<file path="src/verilog/sfc_pkg.sv">
// constants, types and helper functions of the serial slave frame checker
// assumes a byte-wide character source (uart) on the same clock
package sfc_pkg;

  localparam logic [7:0]  CHR_SOF     = 8'h3A;
  localparam logic [7:0]  CHR_CR      = 8'h0D;
  localparam logic [7:0]  CHR_LF      = 8'h0A;
  localparam logic [7:0]  CHR_0       = 8'h30;
  localparam logic [7:0]  CHR_9       = 8'h39;
  localparam logic [7:0]  CHR_A       = 8'h41;
  localparam logic [7:0]  CHR_F       = 8'h46;
  localparam logic [7:0]  HEX_ALPHA   = 8'h37;
  localparam logic [3:0]  HEX_TEN     = 4'hA;

  localparam logic [7:0]  FN_READ     = 8'h03;
  localparam logic [7:0]  FN_WRITE    = 8'h06;
  localparam logic [7:0]  ADDR_BCAST  = 8'h00;
  localparam logic [7:0]  ADDR_MIN    = 8'h01;
  localparam logic [7:0]  ADDR_MAX    = 8'hFE;
  localparam logic [7:0]  MAX_WORDS   = 8'h14;
  localparam logic [7:0]  ZERO_BYTE   = 8'h00;

  localparam logic [15:0] CRC_SEED    = 16'hFFFF;
  localparam logic [15:0] CRC_POLY    = 16'hA001;
  localparam logic [15:0] CRC_RESIDUE = 16'h0000;
  localparam int          CRC_STEPS   = 8;

  localparam int          BUF_BYTES   = 8;
  localparam int          BI_ADDR     = 0;
  localparam int          BI_FN       = 1;
  localparam int          BI_RA_HI    = 2;
  localparam int          BI_RA_LO    = 3;
  localparam int          BI_V_HI     = 4;
  localparam int          BI_V_LO     = 5;
  localparam logic [3:0]  LEN_RTU     = 4'h8;
  localparam logic [3:0]  LEN_ASCII   = 4'h7;
  localparam logic [5:0]  RD_HDR      = 6'h03;
  localparam logic [5:0]  WR_LEN      = 6'h06;
  localparam logic [5:0]  IDX_CNT     = 6'h02;
  localparam logic [5:0]  IDX_FN      = 6'h01;
  localparam logic [5:0]  IDX_ADDR    = 6'h00;

  localparam int          WORD_DEPTH  = 32;
  localparam int          WIDX_W      = 5;
  localparam int          FIFO_DEPTH  = 8;

  // line timing: silence of four character times of eleven bits
  localparam int          CLK_HZ        = 40_000_000;
  localparam int          BAUD          = 9600;
  localparam int          CHAR_BITS     = 11;
  localparam int          SILENCE_CHARS = 4;
  localparam int          SILENCE_CYCLES =
    (CLK_HZ * CHAR_BITS * SILENCE_CHARS + BAUD - 1) / BAUD;
  localparam int          GAP_W         = 20;

  typedef enum logic [5:0] {
    ST_RECV = 6'b000001,
    ST_SOF  = 6'b000010,
    ST_BODY = 6'b000100,
    ST_CHK  = 6'b001000,
    ST_CR   = 6'b010000,
    ST_LF   = 6'b100000
  } sfc_state_e_t;

  typedef struct packed {
    logic       marker;
    logic       bad;
    logic [7:0] data;
  } sfc_rx_t;

  typedef struct packed {
    logic [15:0] addr;
    logic [15:0] data;
  } sfc_wr_t;

  typedef struct packed {
    sfc_state_e_t                   st;
    logic [GAP_W-1:0]               gap;
    logic                           quiet;
    logic                           in_frame;
    logic                           fbad;
    logic [BUF_BYTES-1:0][7:0]      buf_b;
    logic [3:0]                     len;
    logic                           bad;
    logic                           act;
    logic                           got_cr;
    logic                           nhalf;
    logic [3:0]                     nib;
    logic [15:0]                    crc;
    logic [7:0]                     sum;
    logic [WORD_DEPTH-1:0][15:0]    mem;
    logic [5:0]                     idx;
    logic [5:0]                     rlen;
    logic                           cph;
    logic [15:0]                    tcrc;
    logic [7:0]                     tsum;
    logic                           tx_valid;
    logic [7:0]                     tx_data;
    logic                           wr_stb;
    sfc_wr_t                        wr;
    logic                           ok_stb;
    logic                           drop_stb;
  } sfc_state_t;

  // eight shift steps per byte, reflected polynomial
  function automatic logic [15:0] sfc_crc_byte(input logic [15:0] c,
                                               input logic [7:0]  b);
    logic [15:0] r;
    r = c ^ {8'h00, b};
    for (int i = 0; i < CRC_STEPS; i++) begin
      if (r[0]) begin
        r = (r >> 1) ^ CRC_POLY;
      end else begin
        r = r >> 1;
      end
    end
    return r;
  endfunction : sfc_crc_byte

  // bit 4 flags a valid upper-case hex digit
  function automatic logic [4:0] sfc_hex_val(input logic [7:0] c);
    logic [7:0] d;
    d = 8'h00;
    if (c >= CHR_0 && c <= CHR_9) begin
      d = c - CHR_0;
      return {1'b1, d[3:0]};
    end else if (c >= CHR_A && c <= CHR_F) begin
      d = c - HEX_ALPHA;
      return {1'b1, d[3:0]};
    end
    return 5'h00;
  endfunction : sfc_hex_val

  function automatic logic [7:0] sfc_hex_chr(input logic [3:0] n);
    if (n < HEX_TEN) begin
      return CHR_0 + {4'h0, n};
    end
    return HEX_ALPHA + {4'h0, n};
  endfunction : sfc_hex_chr

endpackage : sfc_pkg

</file>
<file path="src/verilog/sfc_top.sv">
// serial slave frame checker: receive fifo plus frame engine with echo and
// read responses, a small word store, lrc and crc checking
// assumes characters arrive already deserialised, on i_clock
// Notes on behaviour
// [RQ1] ascii frames carry two-char lrc, checked
// [RQ2] lrc sums address through data, modulo 256
// [RQ3] lrc sent is two's complement of sum
// [RQ4] rtu frames carry crc, checked on receive
// [RQ5] crc accumulator starts at all ones
// [RQ6] each byte xored into accumulator low bits
// [RQ7] shift right, xor polynomial if one out
// [RQ8] eight shift steps for every byte
// [RQ9] crc covers address through last data byte
// [RQ10] crc low byte sent before high byte
// [RQ11] ascii frames end with cr then lf
// [RQ12] rtu frame ends after four character silence
// [RQ13] write request: address then value, msb first
// [RQ14] write answered by exact echo of request
// [RQ15] read request: start and count, msb first
// [RQ16] read reply: count doubled, words ascending
// [RQ17] station addresses valid from 1 to 254
// [RQ18] host asks at most twenty words
// [RQ19] station zero is broadcast, never answered
// [RQ20] rtu frame needs four character silence first
// [RQ21] bad check or foreign address: drop silently
`timescale 1ns/1ps
`default_nettype none

module sfc_fifo #(
  parameter int WIDTH = 10,
  parameter int DEPTH = 8
) (
  input  wire logic             i_clock,
  input  wire logic             i_nrst,
  input  wire logic             i_in_valid,
  output logic                  o_in_ready,
  input  wire logic [WIDTH-1:0] i_in_data,
  output logic                  o_out_valid,
  input  wire logic             i_out_ready,
  output logic [WIDTH-1:0]      o_out_data
);
  localparam int PW = $clog2(DEPTH);
  localparam int CW = $clog2(DEPTH + 1);
  localparam logic [CW-1:0] CNT_FULL = CW'(DEPTH);
  localparam logic [PW-1:0] PTR_LAST = PW'(DEPTH - 1);

  typedef struct packed {
    logic [DEPTH-1:0][WIDTH-1:0] mem;
    logic [PW-1:0]               wp;
    logic [PW-1:0]               rp;
    logic [CW-1:0]               cnt;
    logic                        full;
    logic                        empty;
  } sfc_fifo_st_t;

  sfc_fifo_st_t r, n;
  logic         push, pop;

  always_comb begin
    n    = r;
    push = i_in_valid && !r.full;
    pop  = i_out_ready && !r.empty;
    if (push) begin
      n.mem[r.wp] = i_in_data;
      n.wp = (r.wp == PTR_LAST) ? '0 : r.wp + 1'b1;
    end
    if (pop) begin
      n.rp = (r.rp == PTR_LAST) ? '0 : r.rp + 1'b1;
    end
    if (push && !pop) begin
      n.cnt = r.cnt + 1'b1;
    end else if (pop && !push) begin
      n.cnt = r.cnt - 1'b1;
    end
    n.full  = (n.cnt == CNT_FULL);
    n.empty = (n.cnt == '0);
  end

  always_ff @(posedge i_clock or negedge i_nrst) begin
    if (!i_nrst) begin
      r <= '{mem: '0, wp: '0, rp: '0, cnt: '0, full: 1'b0, empty: 1'b1};
    end else begin
      r <= n;
    end
  end

  assign o_in_ready  = !r.full;
  assign o_out_valid = !r.empty;
  assign o_out_data  = r.mem[r.rp];
endmodule : sfc_fifo

module sfc_top
  import sfc_pkg::*;
#(
  parameter int SILENCE = sfc_pkg::SILENCE_CYCLES
) (
  input  wire logic        i_clock,
  input  wire logic        i_nrst,
  input  wire logic        i_ascii_mode,
  input  wire logic [7:0]  i_station_addr,
  input  wire logic        i_rx_valid,
  input  wire logic [7:0]  i_rx_data,
  output logic             o_rx_ready,
  output logic             o_tx_valid,
  output logic [7:0]       o_tx_data,
  input  wire logic        i_tx_ready,
  output logic             o_wr_strobe,
  output sfc_pkg::sfc_wr_t o_wr,
  output logic             o_frame_ok,
  output logic             o_frame_drop
);
  import sfc_pkg::*;

  localparam logic [GAP_W-1:0] SIL_LAST = GAP_W'(SILENCE - 1);

  sfc_state_t r, n;
  sfc_rx_t    push_d, pop_d;
  logic       push_v, fifo_rdy, pop_v, take, load, done, good, bcast;
  logic [7:0] fn;

  // frame-accumulation counters, flags and checks back to their start values; buf_b and nib are kept
  function automatic sfc_state_t frame_clear(input sfc_state_t s);
    sfc_state_t t;
    t        = s;
    t.len    = 4'h0;
    t.bad    = 1'b0;
    t.act    = 1'b0;
    t.got_cr = 1'b0;
    t.nhalf  = 1'b0;
    t.crc    = CRC_SEED; // RQ5
    t.sum    = ZERO_BYTE;
    return t;
  endfunction : frame_clear

  function automatic sfc_state_t add_byte(input sfc_state_t s,
                                          input logic [7:0] b);
    sfc_state_t t;
    t = s;
    if (s.len < 4'(BUF_BYTES)) begin
      t.buf_b[s.len[2:0]] = b;
      t.len = s.len + 1'b1;
    end else begin
      t.bad = 1'b1;
    end
    t.crc = sfc_crc_byte(s.crc, b); // RQ6 RQ7 RQ8 RQ9
    t.sum = s.sum + b; // RQ2
    return t;
  endfunction : add_byte

  sfc_fifo #(
    .WIDTH ($bits(sfc_rx_t)),
    .DEPTH (FIFO_DEPTH)
  ) u_rx_fifo (
    .i_clock     (i_clock),
    .i_nrst      (i_nrst),
    .i_in_valid  (push_v),
    .o_in_ready  (fifo_rdy),
    .i_in_data   (push_d),
    .o_out_valid (pop_v),
    .i_out_ready (r.st == ST_RECV),
    .o_out_data  (pop_d)
  );

  always_comb begin
    logic [4:0]        hv;
    logic [7:0]        c, rb;
    logic [5:0]        wi;
    logic [WIDX_W-1:0] wa;
    logic [7:0]        lrc;
    logic              own_ok, chk_ok, fn_ok, adr_ok;
    hv = 5'h00;
    c  = pop_d.data;
    rb = ZERO_BYTE;
    wi = 6'h00;
    wa = '0;
    lrc = ZERO_BYTE;
    own_ok = 1'b0;
    chk_ok = 1'b0;
    fn_ok  = 1'b0;
    adr_ok = 1'b0;
    n  = r;
    n.wr_stb   = 1'b0;
    n.ok_stb   = 1'b0;
    n.drop_stb = 1'b0;
    push_v = 1'b0;
    push_d = '0;
    done   = 1'b0;

    // line front: silence timing ahead of the fifo
    if (i_rx_valid) begin
      n.gap   = '0;
      n.quiet = 1'b0;
      if (!i_ascii_mode && !r.in_frame) begin
        n.in_frame = 1'b1;
        n.fbad     = !r.quiet; // RQ20
      end
      push_v = 1'b1;
      push_d = '{marker: 1'b0, bad: 1'b0, data: i_rx_data};
      // overrun marks an rtu frame bad instead of stalling the line; in ascii mode the character is only lost
      if (!fifo_rdy) begin
        n.fbad = 1'b1;
      end
    end else begin
      if (!r.quiet) begin
        if (r.gap == SIL_LAST) begin
          n.quiet = 1'b1;
        end else begin
          n.gap = r.gap + 1'b1;
        end
      end
      if (r.quiet && r.in_frame && !i_ascii_mode) begin
        push_v = 1'b1; // RQ12
        push_d = '{marker: 1'b1, bad: r.fbad, data: ZERO_BYTE};
        if (fifo_rdy) begin
          n.in_frame = 1'b0;
        end
      end
    end

    // frame assembly
    take = pop_v && (r.st == ST_RECV);
    if (take && !i_ascii_mode) begin
      if (pop_d.marker) begin
        done  = 1'b1;
        n.bad = r.bad || pop_d.bad;
      end else begin
        n = add_byte(n, c);
      end
    end else if (take) begin
      hv = sfc_hex_val(c);
      if (c == CHR_SOF) begin
        n     = frame_clear(n);
        n.act = 1'b1;
      end else if (r.act) begin
        if (r.got_cr) begin
          done  = 1'b1; // RQ11
          n.bad = r.bad || (c != CHR_LF);
        end else if (c == CHR_CR) begin
          n.got_cr = 1'b1;
        end else if (hv[4] && r.nhalf) begin
          n       = add_byte(n, {r.nib, hv[3:0]});
          n.nhalf = 1'b0;
        end else if (hv[4]) begin
          n.nib   = hv[3:0];
          n.nhalf = 1'b1;
        end else begin
          n.bad = 1'b1;
        end
      end
    end

    // frame judgement
    fn     = n.buf_b[BI_FN];
    bcast  = (n.buf_b[BI_ADDR] == ADDR_BCAST); // RQ19
    own_ok = (i_station_addr >= ADDR_MIN) && (i_station_addr <= ADDR_MAX); // RQ17
    adr_ok = bcast || (n.buf_b[BI_ADDR] == i_station_addr); // RQ21
    if (i_ascii_mode) begin
      chk_ok = (n.sum == ZERO_BYTE) && (n.len == LEN_ASCII) && !n.nhalf; // RQ1
    end else begin
      chk_ok = (n.crc == CRC_RESIDUE) && (n.len == LEN_RTU); // RQ4
    end
    // reads above twenty words are dropped rather than answered
    fn_ok = (fn == FN_WRITE) ||
            ((fn == FN_READ) && (n.buf_b[BI_V_HI] == ZERO_BYTE) &&
             (n.buf_b[BI_V_LO] >= ADDR_MIN) &&
             (n.buf_b[BI_V_LO] <= MAX_WORDS)); // RQ15
    good = done && !n.bad && own_ok && adr_ok && chk_ok && fn_ok;

    if (done) begin
      n = frame_clear(n);
      if (!good) begin
        n.drop_stb = 1'b1; // RQ21
      end else begin
        n.ok_stb = 1'b1;
        if (fn == FN_WRITE) begin
          // word store decodes only the low address bits
          n.wr_stb  = 1'b1; // RQ13
          n.wr.addr = {n.buf_b[BI_RA_HI], n.buf_b[BI_RA_LO]};
          n.wr.data = {n.buf_b[BI_V_HI], n.buf_b[BI_V_LO]};
          n.mem[n.buf_b[BI_RA_LO][WIDX_W-1:0]] = n.wr.data;
        end
        if (!bcast) begin
          n.st   = i_ascii_mode ? ST_SOF : ST_BODY;
          n.idx  = 6'h00;
          n.cph  = 1'b0;
          n.tcrc = CRC_SEED;
          n.tsum = ZERO_BYTE;
          n.rlen = (fn == FN_WRITE) ? WR_LEN :
                   RD_HDR + {n.buf_b[BI_V_LO][4:0], 1'b0};
        end
      end
    end

    // response byte at the send index
    wi = (r.idx - RD_HDR) >> 1;
    wa = r.buf_b[BI_RA_LO][WIDX_W-1:0] + wi[WIDX_W-1:0];
    if (r.buf_b[BI_FN] == FN_WRITE) begin
      rb = r.buf_b[r.idx[2:0]]; // RQ14
    end else if (r.idx == IDX_ADDR) begin
      rb = r.buf_b[BI_ADDR];
    end else if (r.idx == IDX_FN) begin
      rb = FN_READ;
    end else if (r.idx == IDX_CNT) begin
      rb = {r.buf_b[BI_V_LO][6:0], 1'b0}; // RQ16
    end else if (r.idx[0] ^ RD_HDR[0]) begin
      // odd offset past the header is the low byte of the word
      rb = r.mem[wa][7:0];
    end else begin
      rb = r.mem[wa][15:8]; // RQ16
    end
    lrc = ZERO_BYTE - r.tsum; // RQ3

    // transmit sequencer, one character per free output slot
    load = !r.tx_valid || i_tx_ready;
    if (load) begin
      n.tx_valid = 1'b0;
      case (r.st)
        // idle: keep any reply that the judgement above has just started
        ST_RECV: begin
          n.tx_valid = 1'b0;
        end
        ST_SOF: begin
          n.tx_valid = 1'b1;
          n.tx_data  = CHR_SOF;
          n.st       = ST_BODY;
        end
        ST_BODY: begin
          n.tx_valid = 1'b1;
          if (i_ascii_mode && !r.cph) begin
            n.tx_data = sfc_hex_chr(rb[7:4]);
            n.cph     = 1'b1;
          end else begin
            n.tx_data = i_ascii_mode ? sfc_hex_chr(rb[3:0]) : rb;
            n.cph     = 1'b0;
            n.tcrc    = sfc_crc_byte(r.tcrc, rb); // RQ9
            n.tsum    = r.tsum + rb; // RQ2
            n.idx     = r.idx + 1'b1;
            if (n.idx == r.rlen) begin
              n.st = ST_CHK;
            end
          end
        end
        ST_CHK: begin
          n.tx_valid = 1'b1;
          n.cph      = !r.cph;
          if (i_ascii_mode) begin
            n.tx_data = sfc_hex_chr(r.cph ? lrc[3:0] : lrc[7:4]); // RQ1
            n.st      = r.cph ? ST_CR : ST_CHK;
          end else begin
            n.tx_data = r.cph ? r.tcrc[15:8] : r.tcrc[7:0]; // RQ10
            n.st      = r.cph ? ST_RECV : ST_CHK;
          end
        end
        ST_CR: begin
          n.tx_valid = 1'b1;
          n.tx_data  = CHR_CR; // RQ11
          n.st       = ST_LF;
        end
        ST_LF: begin
          n.tx_valid = 1'b1;
          n.tx_data  = CHR_LF;
          n.st       = ST_RECV;
        end
        default: begin
          n.st = ST_RECV;
        end
      endcase
    end
  end

  always_ff @(posedge i_clock or negedge i_nrst) begin
    if (!i_nrst) begin
      r       <= '0;
      r.st    <= ST_RECV;
      r.crc   <= CRC_SEED;
      r.tcrc  <= CRC_SEED;
    end else begin
      r <= n;
    end
  end

  assign o_rx_ready   = fifo_rdy;
  assign o_tx_valid   = r.tx_valid;
  assign o_tx_data    = r.tx_data;
  assign o_wr_strobe  = r.wr_stb;
  assign o_wr         = r.wr;
  assign o_frame_ok   = r.ok_stb;
  assign o_frame_drop = r.drop_stb;

  a_crc_seed: assert property (@(posedge i_clock) disable iff (!i_nrst) // RQ5
    done |=> (r.crc == CRC_SEED) && (r.sum == ZERO_BYTE))
    else $error("accumulators not reseeded after frame");

  a_bcast_quiet: assert property (@(posedge i_clock) disable iff (!i_nrst) // RQ19
    (done && good && bcast) |=> (r.st == ST_RECV) [*2])
    else $error("broadcast frame started a reply");

  a_bad_drop: assert property (@(posedge i_clock) disable iff (!i_nrst) // RQ21
    (done && !good) |=> (r.st == ST_RECV) && !o_wr_strobe && o_frame_drop)
    else $error("rejected frame was acted upon");

  a_write_apply: assert property (@(posedge i_clock) disable iff (!i_nrst) // RQ13
    (done && good && fn == FN_WRITE) |=> o_wr_strobe &&
      (o_wr.addr == {$past(r.buf_b[BI_RA_HI]), $past(r.buf_b[BI_RA_LO])}) &&
      (o_wr.data == {$past(r.buf_b[BI_V_HI]), $past(r.buf_b[BI_V_LO])}))
    else $error("write frame not applied with its fields");

  a_crc_low_first: assert property (@(posedge i_clock) disable iff (!i_nrst) // RQ10
    (r.st == ST_CHK && !i_ascii_mode && load && !r.cph) |=>
      o_tx_valid && (o_tx_data == $past(r.tcrc[7:0])) && (r.st == ST_CHK))
    else $error("crc low byte not sent first");

  a_cr_then_lf: assert property (@(posedge i_clock) disable iff (!i_nrst) // RQ11
    (r.st == ST_CR && load) |=> (o_tx_data == CHR_CR) && (r.st == ST_LF))
    else $error("frame end characters out of order");

  a_silence_end: assert property (@(posedge i_clock) disable iff (!i_nrst) // RQ12
    (r.quiet && r.in_frame && !i_rx_valid && !i_ascii_mode && fifo_rdy) |=>
      !r.in_frame)
    else $error("silence did not close the frame");

  a_read_count: assert property (@(posedge i_clock) disable iff (!i_nrst) // RQ16
    (r.st == ST_BODY && load && !i_ascii_mode && r.buf_b[BI_FN] == FN_READ &&
     r.idx == IDX_CNT) |=>
      o_tx_data == {$past(r.buf_b[BI_V_LO][6:0]), 1'b0})
    else $error("byte count is not twice the word count");

  a_lrc_value: assert property (@(posedge i_clock) disable iff (!i_nrst) // RQ3
    (r.st == ST_CHK && i_ascii_mode && load && !r.cph) |=>
      o_tx_data == sfc_hex_chr(4'((ZERO_BYTE - $past(r.tsum)) >> 4)))
    else $error("lrc high digit is not the complemented sum");

  a_tx_hold: assert property (@(posedge i_clock) disable iff (!i_nrst) // RQ14
    (o_tx_valid && !i_tx_ready) |=> o_tx_valid && $stable(o_tx_data))
    else $error("reply character changed while stalled");
endmodule : sfc_top

`default_nettype wire

</file>
<file path="config.mk">
export PLATFORM = sky130hd
export DESIGN_NAME = sfc_top
export DESIGN_NICKNAME = d
export VERILOG_FILES = /design/src/verilog/sfc_pkg.sv /design/src/verilog/sfc_top.sv
export SDC_FILE = /design/constraint.sdc
export NUM_CORES = 2
export LEC_CHECK = 0
export BUFFER_PORTS_ARGS = -buffer_cell sky130_fd_sc_hd__clkbuf_2
export CORE_ASPECT_RATIO = 1.25
export CORE_UTILIZATION = 61
export DETAILED_ROUTE_END_ITERATION = 10
export PLACE_DENSITY = 0.87
export REMOVE_ABC_BUFFERS = 1
export SLEW_MARGIN = 20
export SYNTH_ARGS = -nofsm -noshare
export SYNTH_HDL_FRONTEND = slang
export SYNTH_HIERARCHICAL = 1
export SYNTH_SLANG_ARGS = --single-unit
</file>
<file path="constraint.sdc">
create_clock -name i_clock -period 9 [get_ports i_clock]
set_input_delay 0.45 -clock i_clock [delete_from_list [all_inputs] [get_ports i_clock]]
set_output_delay 0.45 -clock i_clock [all_outputs]
set_load 0.005 [all_outputs]
</file>
======== After elaboration in Yosys (flattened, before gate mapping) ========
Index checks and enable logic that the tools add are counted.
storage, ports and cells
  memories ................................ 0
  ROM bits ................................ 0
  latch bits .............................. 0
  word-level logic and storage cells ...... 460
  bits in writable memories ............... 0
  register bits ........................... 814
cells by class
  magnitude comparators ................... 21
  add/subtract/negate cells ............... 22
  reductions and logical operators ........ 54
  mux-type cells .......................... 235
  div/mod/pow operators ................... 0
  equal/unequal tests ..................... 23
  shift-type cells ........................ 0
  bitwise gates (word level) .............. 27
  $mul .................................... 0
operators with widths
  operator                                                      number
  693-bit two-way mux                                           4
  16-bit two-way mux                                            110
  617-bit two-way mux                                           2
  722-bit two-way mux                                           1
  624-bit two-way mux                                           1
  622-bit two-way mux                                           1
  549-bit two-way mux                                           1
  512-bit bitwise mux                                           1
  512-bit two-way mux                                           1
  68-bit two-way mux                                            5
  8-bit two-way mux                                             17
  64-bit bitwise mux                                            2
  16-bit binary-select mux with 5-bit select                    1
  80-bit bitwise mux                                            1
  16-bit demux with 5-bit select                                1
  2-bit inverter with 3-bit output                              24
  70-bit two-way mux                                            1
  34-bit two-way mux                                            2
  6-bit two-way mux                                             9
  24-bit two-way mux                                            2
  16-bit by 8-bit XOR with 16-bit output                        3
  5-bit two-way mux                                             9
  6-bit by 4-bit adder with 7-bit output, first input constant  6
  10-bit two-way mux                                            4
  69 further kinds                                              173

======== Longest topological paths before layout ========
  depth after elaboration ................. 96
  depth in mapped cells ................... 29
  gate-level depth less buffers ........... 23

======== Hierarchy ========
Netlist, hierarchy kept.
modules (own cells, without submodules)
  module    cells each  sequential area each (um2)  area an instance (um2)  instances
  sfc_top   3424        18108.6                     37891.3                 1
  sfc_fifo  285         2303.5                      4339.2                  1

======== Worst setup path before layout ========
OpenSTA, ideal clock, no wires.
  path kind ............................... reg2reg
  start point ............................. register u_rx_fifo/r[6] (netlist bit)
  end point ............................... register, netlist name r[400]
  period minus slack after synthesis ...... 6715 ps
  cell stages (with the launch flop) ...... 30
  arrival time ............................ 6628 ps
  slack ................................... 2285 ps
  buffers on the path ..................... 7
  path through ............................ dfrtp_1 -> buf_2 -> mux4_2 -> mux2_2 -> clkbuf_1 -> inv_1 -> ha_1 -> nor3b_1 -> nor4_4 -> or2_2 -> ha_1 -> and4bb_2 -> a21boi_1 -> a41oi_1 -> nor2_1 -> buf_2 -> o22a_1 -> inv_1 -> ha_1 -> a211oi_1 -> or4_1 -> o31a_1 -> nor2_1 -> and4_1 -> buf_2 -> buf_6 -> buf_4 -> nand2_1 -> clkbuf_1 -> o21ai_0
RTL lines
  element                 line           text
  from (decl)             sfc_top.sv:56  sfc_fifo_st_t r, n;
  from (signal assigned)  sfc_top.sv:81  r <= '{mem: '0, wp: '0, rp: '0, cnt: '0, full: 1'b0, empty: 1'b1};
  from (signal assigned)  sfc_top.sv:83  r <= n;

==> impl_metrics.ini <==
[status]
run_status = complete, no violations

[synth]
synth_ff_type = dfrtp_1
synth_mux_area_share_pct = 20.06
synth_adder_area_share_pct = 1.730
post_synthesis_compound_gate_area_fraction_pct = 10.90
synth_seq_cells = 814
ys.warnings.count = 6
number_of_enable_flip_flop_cells_after_synthesis = 0
number_of_distinct_library_cell_variants_in_the_gate_level_netlist_after_synthesis = 109
synth_area_per_cell_um2 = 11.39
syn-instance-count = 3709
yosys.area_share.simple_pct = 11.93
synth.yosys.seq_area_share_pct = 48.33
synthesis.area_um2 = 42230
post_synth_xor_area_fraction_pct = 3.099
synthArstFlopShare_pct = 100.0
synth_top_family_by_area = multiplexers

[setup_path]
cp_cell_sequence = buf_4 -> mux4_2 -> mux2_2 -> nand4bb_1 -> a21oi_1 -> or2_2 -> ha_1 -> and4bb_2 -> a21boi_1 -> a41oi_1 -> nor2_1 -> o22ai_1 -> nor2_1 -> nand3_1 -> nor3_1 -> nand4_1 -> buf_4 -> nand2_1 -> o21ai_0
path_buf_inv = 2
cpLargestDelayFamily = simple AND/OR/NAND/NOR gates
timing.critical_path.to_type = flip-flop
critPathMaxFanout = 15
max_stage_delay_ns = 0.84
timing.critical_path.arrival_ns = 9.00
startpoint_type = flip-flop
crit_slowest_cell = dfrtp_1
worstPathRequired_ns = 9.44
criticalPathCategory = flip-flop to flip-flop

[sta]
hold-worst-slack_ns = 0.1918
layout_min_cycle_time_ns = 8.554
slew-limit-headroom_pct = 22.31
timing.setup.tns_ns = 0
finalCritPeriodShare_pct = 95.04
report.final.slew_viol_count = 0
achievable-frequency_mhz = 116.9
clock_skew_ns = 0.06989
setup_viol = 0
number_of_hold_slack_violations_in_the_final_timing_report = 0
rsz_0062_raised_after_global_routing = no
timing_worst_slew_pin_value_ns = 1.160

[floorplan]
design.portCount = 66
die-width_um = 237.3
die-area_um2 = 70290
rows = 107
core-area_um2 = 68280
die_extent_in_y_um = 296.2
start_util_pct = 61.85

[global_route]
grt_start_max_net_pins = 190
global_route.overflow_total = 0
wire_length_of_the_first_global_routing_pass_um = 203300
via_count_of_the_first_global_routing_pass = 33590
use_met1_pct = 44.68
grt.total_usage_pct = 38.56
grt_antenna_before_repair = 10
met3_usage_pct = 12.17
grt.busiest_layer = met2
gr-usage-met2_pct = 60.65

[drt]
initialDrtViolationCount = 4758
route.vias.total = 33180
detailedRoute.firstPassIterationCount = 11
antenna_left = 0
routed_via_density = 7.210
routed_wl_um = 134200
wl_per_cell_um = 29.15
detail_route.drc_violations = 0

[layout]
commonest_non_fill_non_tap_cells_in_the_layout = dfrtp_1 (780), nand2_1 (485), o21ai_0 (383), mux2_2 (283), mux4_2 (198)
syn2layout_area_growth_pct = 8.847
layout_cells_sized_above_1_pct = 23.46
final_net_count = 3736
fill_cells = 4399
final_common_cell = dfrtp_1

[cts]
tritoncts_clock_tree = built
cts-buffers-inserted = 80
h-tree-depth = 3
max-clock-path-buffers = 3
worst_skew_pair_later_pin_latency_ns = 0.68
cts.sinks = 814
ctsRootBufferMaster = clkbuf_16
cts.clk_slew.worst_paths_ns = 0.06
post-cts-setup-buffer-count = 0

[place]
place.gp.congestion = 1.015
port_buffers = 65
total_half_perimeter_wirelength_after_legalization_and_detailed_placement_um = 83300

[pwr]
power_density_nw_per_um2 = 303.6
total_switching_power_mw = 5.598
p_int_mw = 8.357
leakage_nw = 20.43
comb_power_share_pct = 41.5
power_frac_seq_pct = 32.6
max-vdd-ir-drop_uv = 257.1
net_sw_share_pct = 40.12
share_clk_of_total_power_pct = 25.9

[flow_run]
cap_viol_max_count = 0

[min_path]
hp-class = input pin to flip-flop
-- final cells by class --
cell class / count / area, um2 / share of cell area, %
multi-input cells: 2542 / 20220 / 44.00
repair buffers: 164 / 1176 / 2.559
flip-flops and latches: 814 / 20410 / 44.41
diodes: 5 / 12.51 / 0.02722
clock inverters: 32 / 488.0 / 1.062
inverters: 57 / 214.0 / 0.4655
clock buffers: 116 / 2349 / 5.109
well taps: 872 / 1091 / 2.374
-- Yosys cell counts, drive strengths merged, types with 14 or more instances --
cell	number	share of area (%)
a211oi	26	0.46
a21o	16	0.28
a21oi	99	1.2
a22o	23	0.48
a22oi	18	0.35
a31oi	20	0.31
and2	37	0.55
buf	122	1.9
clkbuf	174	1.5
dfrtp	780	46
dfstp	34	2.1
ha	52	1.5
inv	54	0.48
mux2	331	8.8
mux2i	28	0.67
mux4	198	11
nand2	486	4.3
nand2b	22	0.34
nand3	78	0.97
nand4	39	0.61
nor2	175	1.6
nor2b	18	0.28
nor3	67	1.1
nor4	26	0.57
o21a	14	0.25
o21ai	394	4.7
o22ai	27	0.40
or3	14	0.21
xnor2	82	1.8
xor2	57	1.2
-- state kept, by name (all words and copies together) (netlist names) --
name and count:
o_tx_data 8, o_wr 32, o_frame_ok 1, o_tx_valid 1, o_wr_strobe 1, r 678
u_rx_fifo/r 92, o_frame_drop 1
-- worst paths after layout --
| path | startpoint | to | slack, ns | cells past startpoint |
|---|---|---|---|---|
| max in group asynchronous | i_nrst | r[343]$_DFFE_PN0P_ | 6.28 | 4 |
| max | u_rx_fifo/r[7]$_DFFE_PN0P_ | r[412]$_DFFE_PN0P_ | 0.45 | 19 |
| min | i_tx_ready | r[721]$_DFF_PN0_ | 0.19 | 4 |
| min in group asynchronous | i_nrst | r[628]$_DFF_PN0_ | 0.36 | 2 |
| min reg2reg | r[321]$_DFFE_PN0P_ | r[321]$_DFFE_PN0P_ | 0.47 | 2 |
| max reg2reg | u_rx_fifo/r[7]$_DFFE_PN0P_ | r[412]$_DFFE_PN0P_ | 0.45 | 19 |
-- through the flow --
| step | cells | total power [mW] | area [um2] | utilization, % | setup slack [ns] |
|---|---|---|---|---|---|
| CTS | 4596 | 13.71 | 45920 | 67.26 | 0.7640 |
| global placement | 4447 | 9.996 | 43080 | 63.09 | 1.293 |
| global route | 4599 | 14.41 | 45960 | 67.31 | 0.09378 |
| floorplan | 3413 | 8.325 | 40780 | - | -1.129 |
| finish | 4602 | 13.96 | 45970 | 67.32 | 0.4464 |
| detailed placement | 4447 | 10.08 | 43080 | 63.09 | 0.8141 |
-- kinds of logic after synthesis --
kind of cell	after synthesis
flip-flops	814
XOR/XNOR	142
AND/OR/NAND/NOR	1031
multiplexers	557
AO/OA/AOI/OAI	756
adder cells (fa/ha/maj)	56
buffers and inverters	353
-- what timing repair did --
| item | 4_1_cts | 5_1_grt |
|---|---|---|
| hold buffers | 1 | 0 |
| endpoints found under the hold margin | 82 | 0 |
| resized for setup | 0 | 1 |
| endpoints found under the setup margin | 0 | 1 |
-- worst register-to-register path: stages, from the launching register on --
cell and delay [ns]:
dfrtp_1 0.84, buf_4 0.31, mux4_2 0.31, mux2_2 0.49, nand4bb_1 0.34, a21oi_1 0.49, or2_2 0.23, ha_1 0.23
and4bb_2 0.30, a21boi_1 0.37, a41oi_1 0.44, nor2_1 0.73, o22ai_1 0.44, nor2_1 0.61, nand3_1 0.61, nor3_1 0.37
nand4_1 0.57, buf_4 0.44, nand2_1 0.09, o21ai_0 0.11
-- routing by layer --
metal	vias to the layer above	wire, um
li1	13320	-
met1	16140	44160
met2	2778	62290
met3	927	15850
met4	12	11680
met5	-	189
-- power groups by stage --
stage / sequential [mW] / combinational (mW) / clock [mW]
after detailed placement: 4.56 / 5.52 / 0
after global routing: 4.57 / 6.10 / 3.75
after CTS: 4.51 / 5.58 / 3.62
after floorplan: 4.42 / 3.91 / 0
after global placement: 4.54 / 5.45 / 0
final: 4.55 / 5.80 / 3.61
Power figures use the tool's default switching activity.
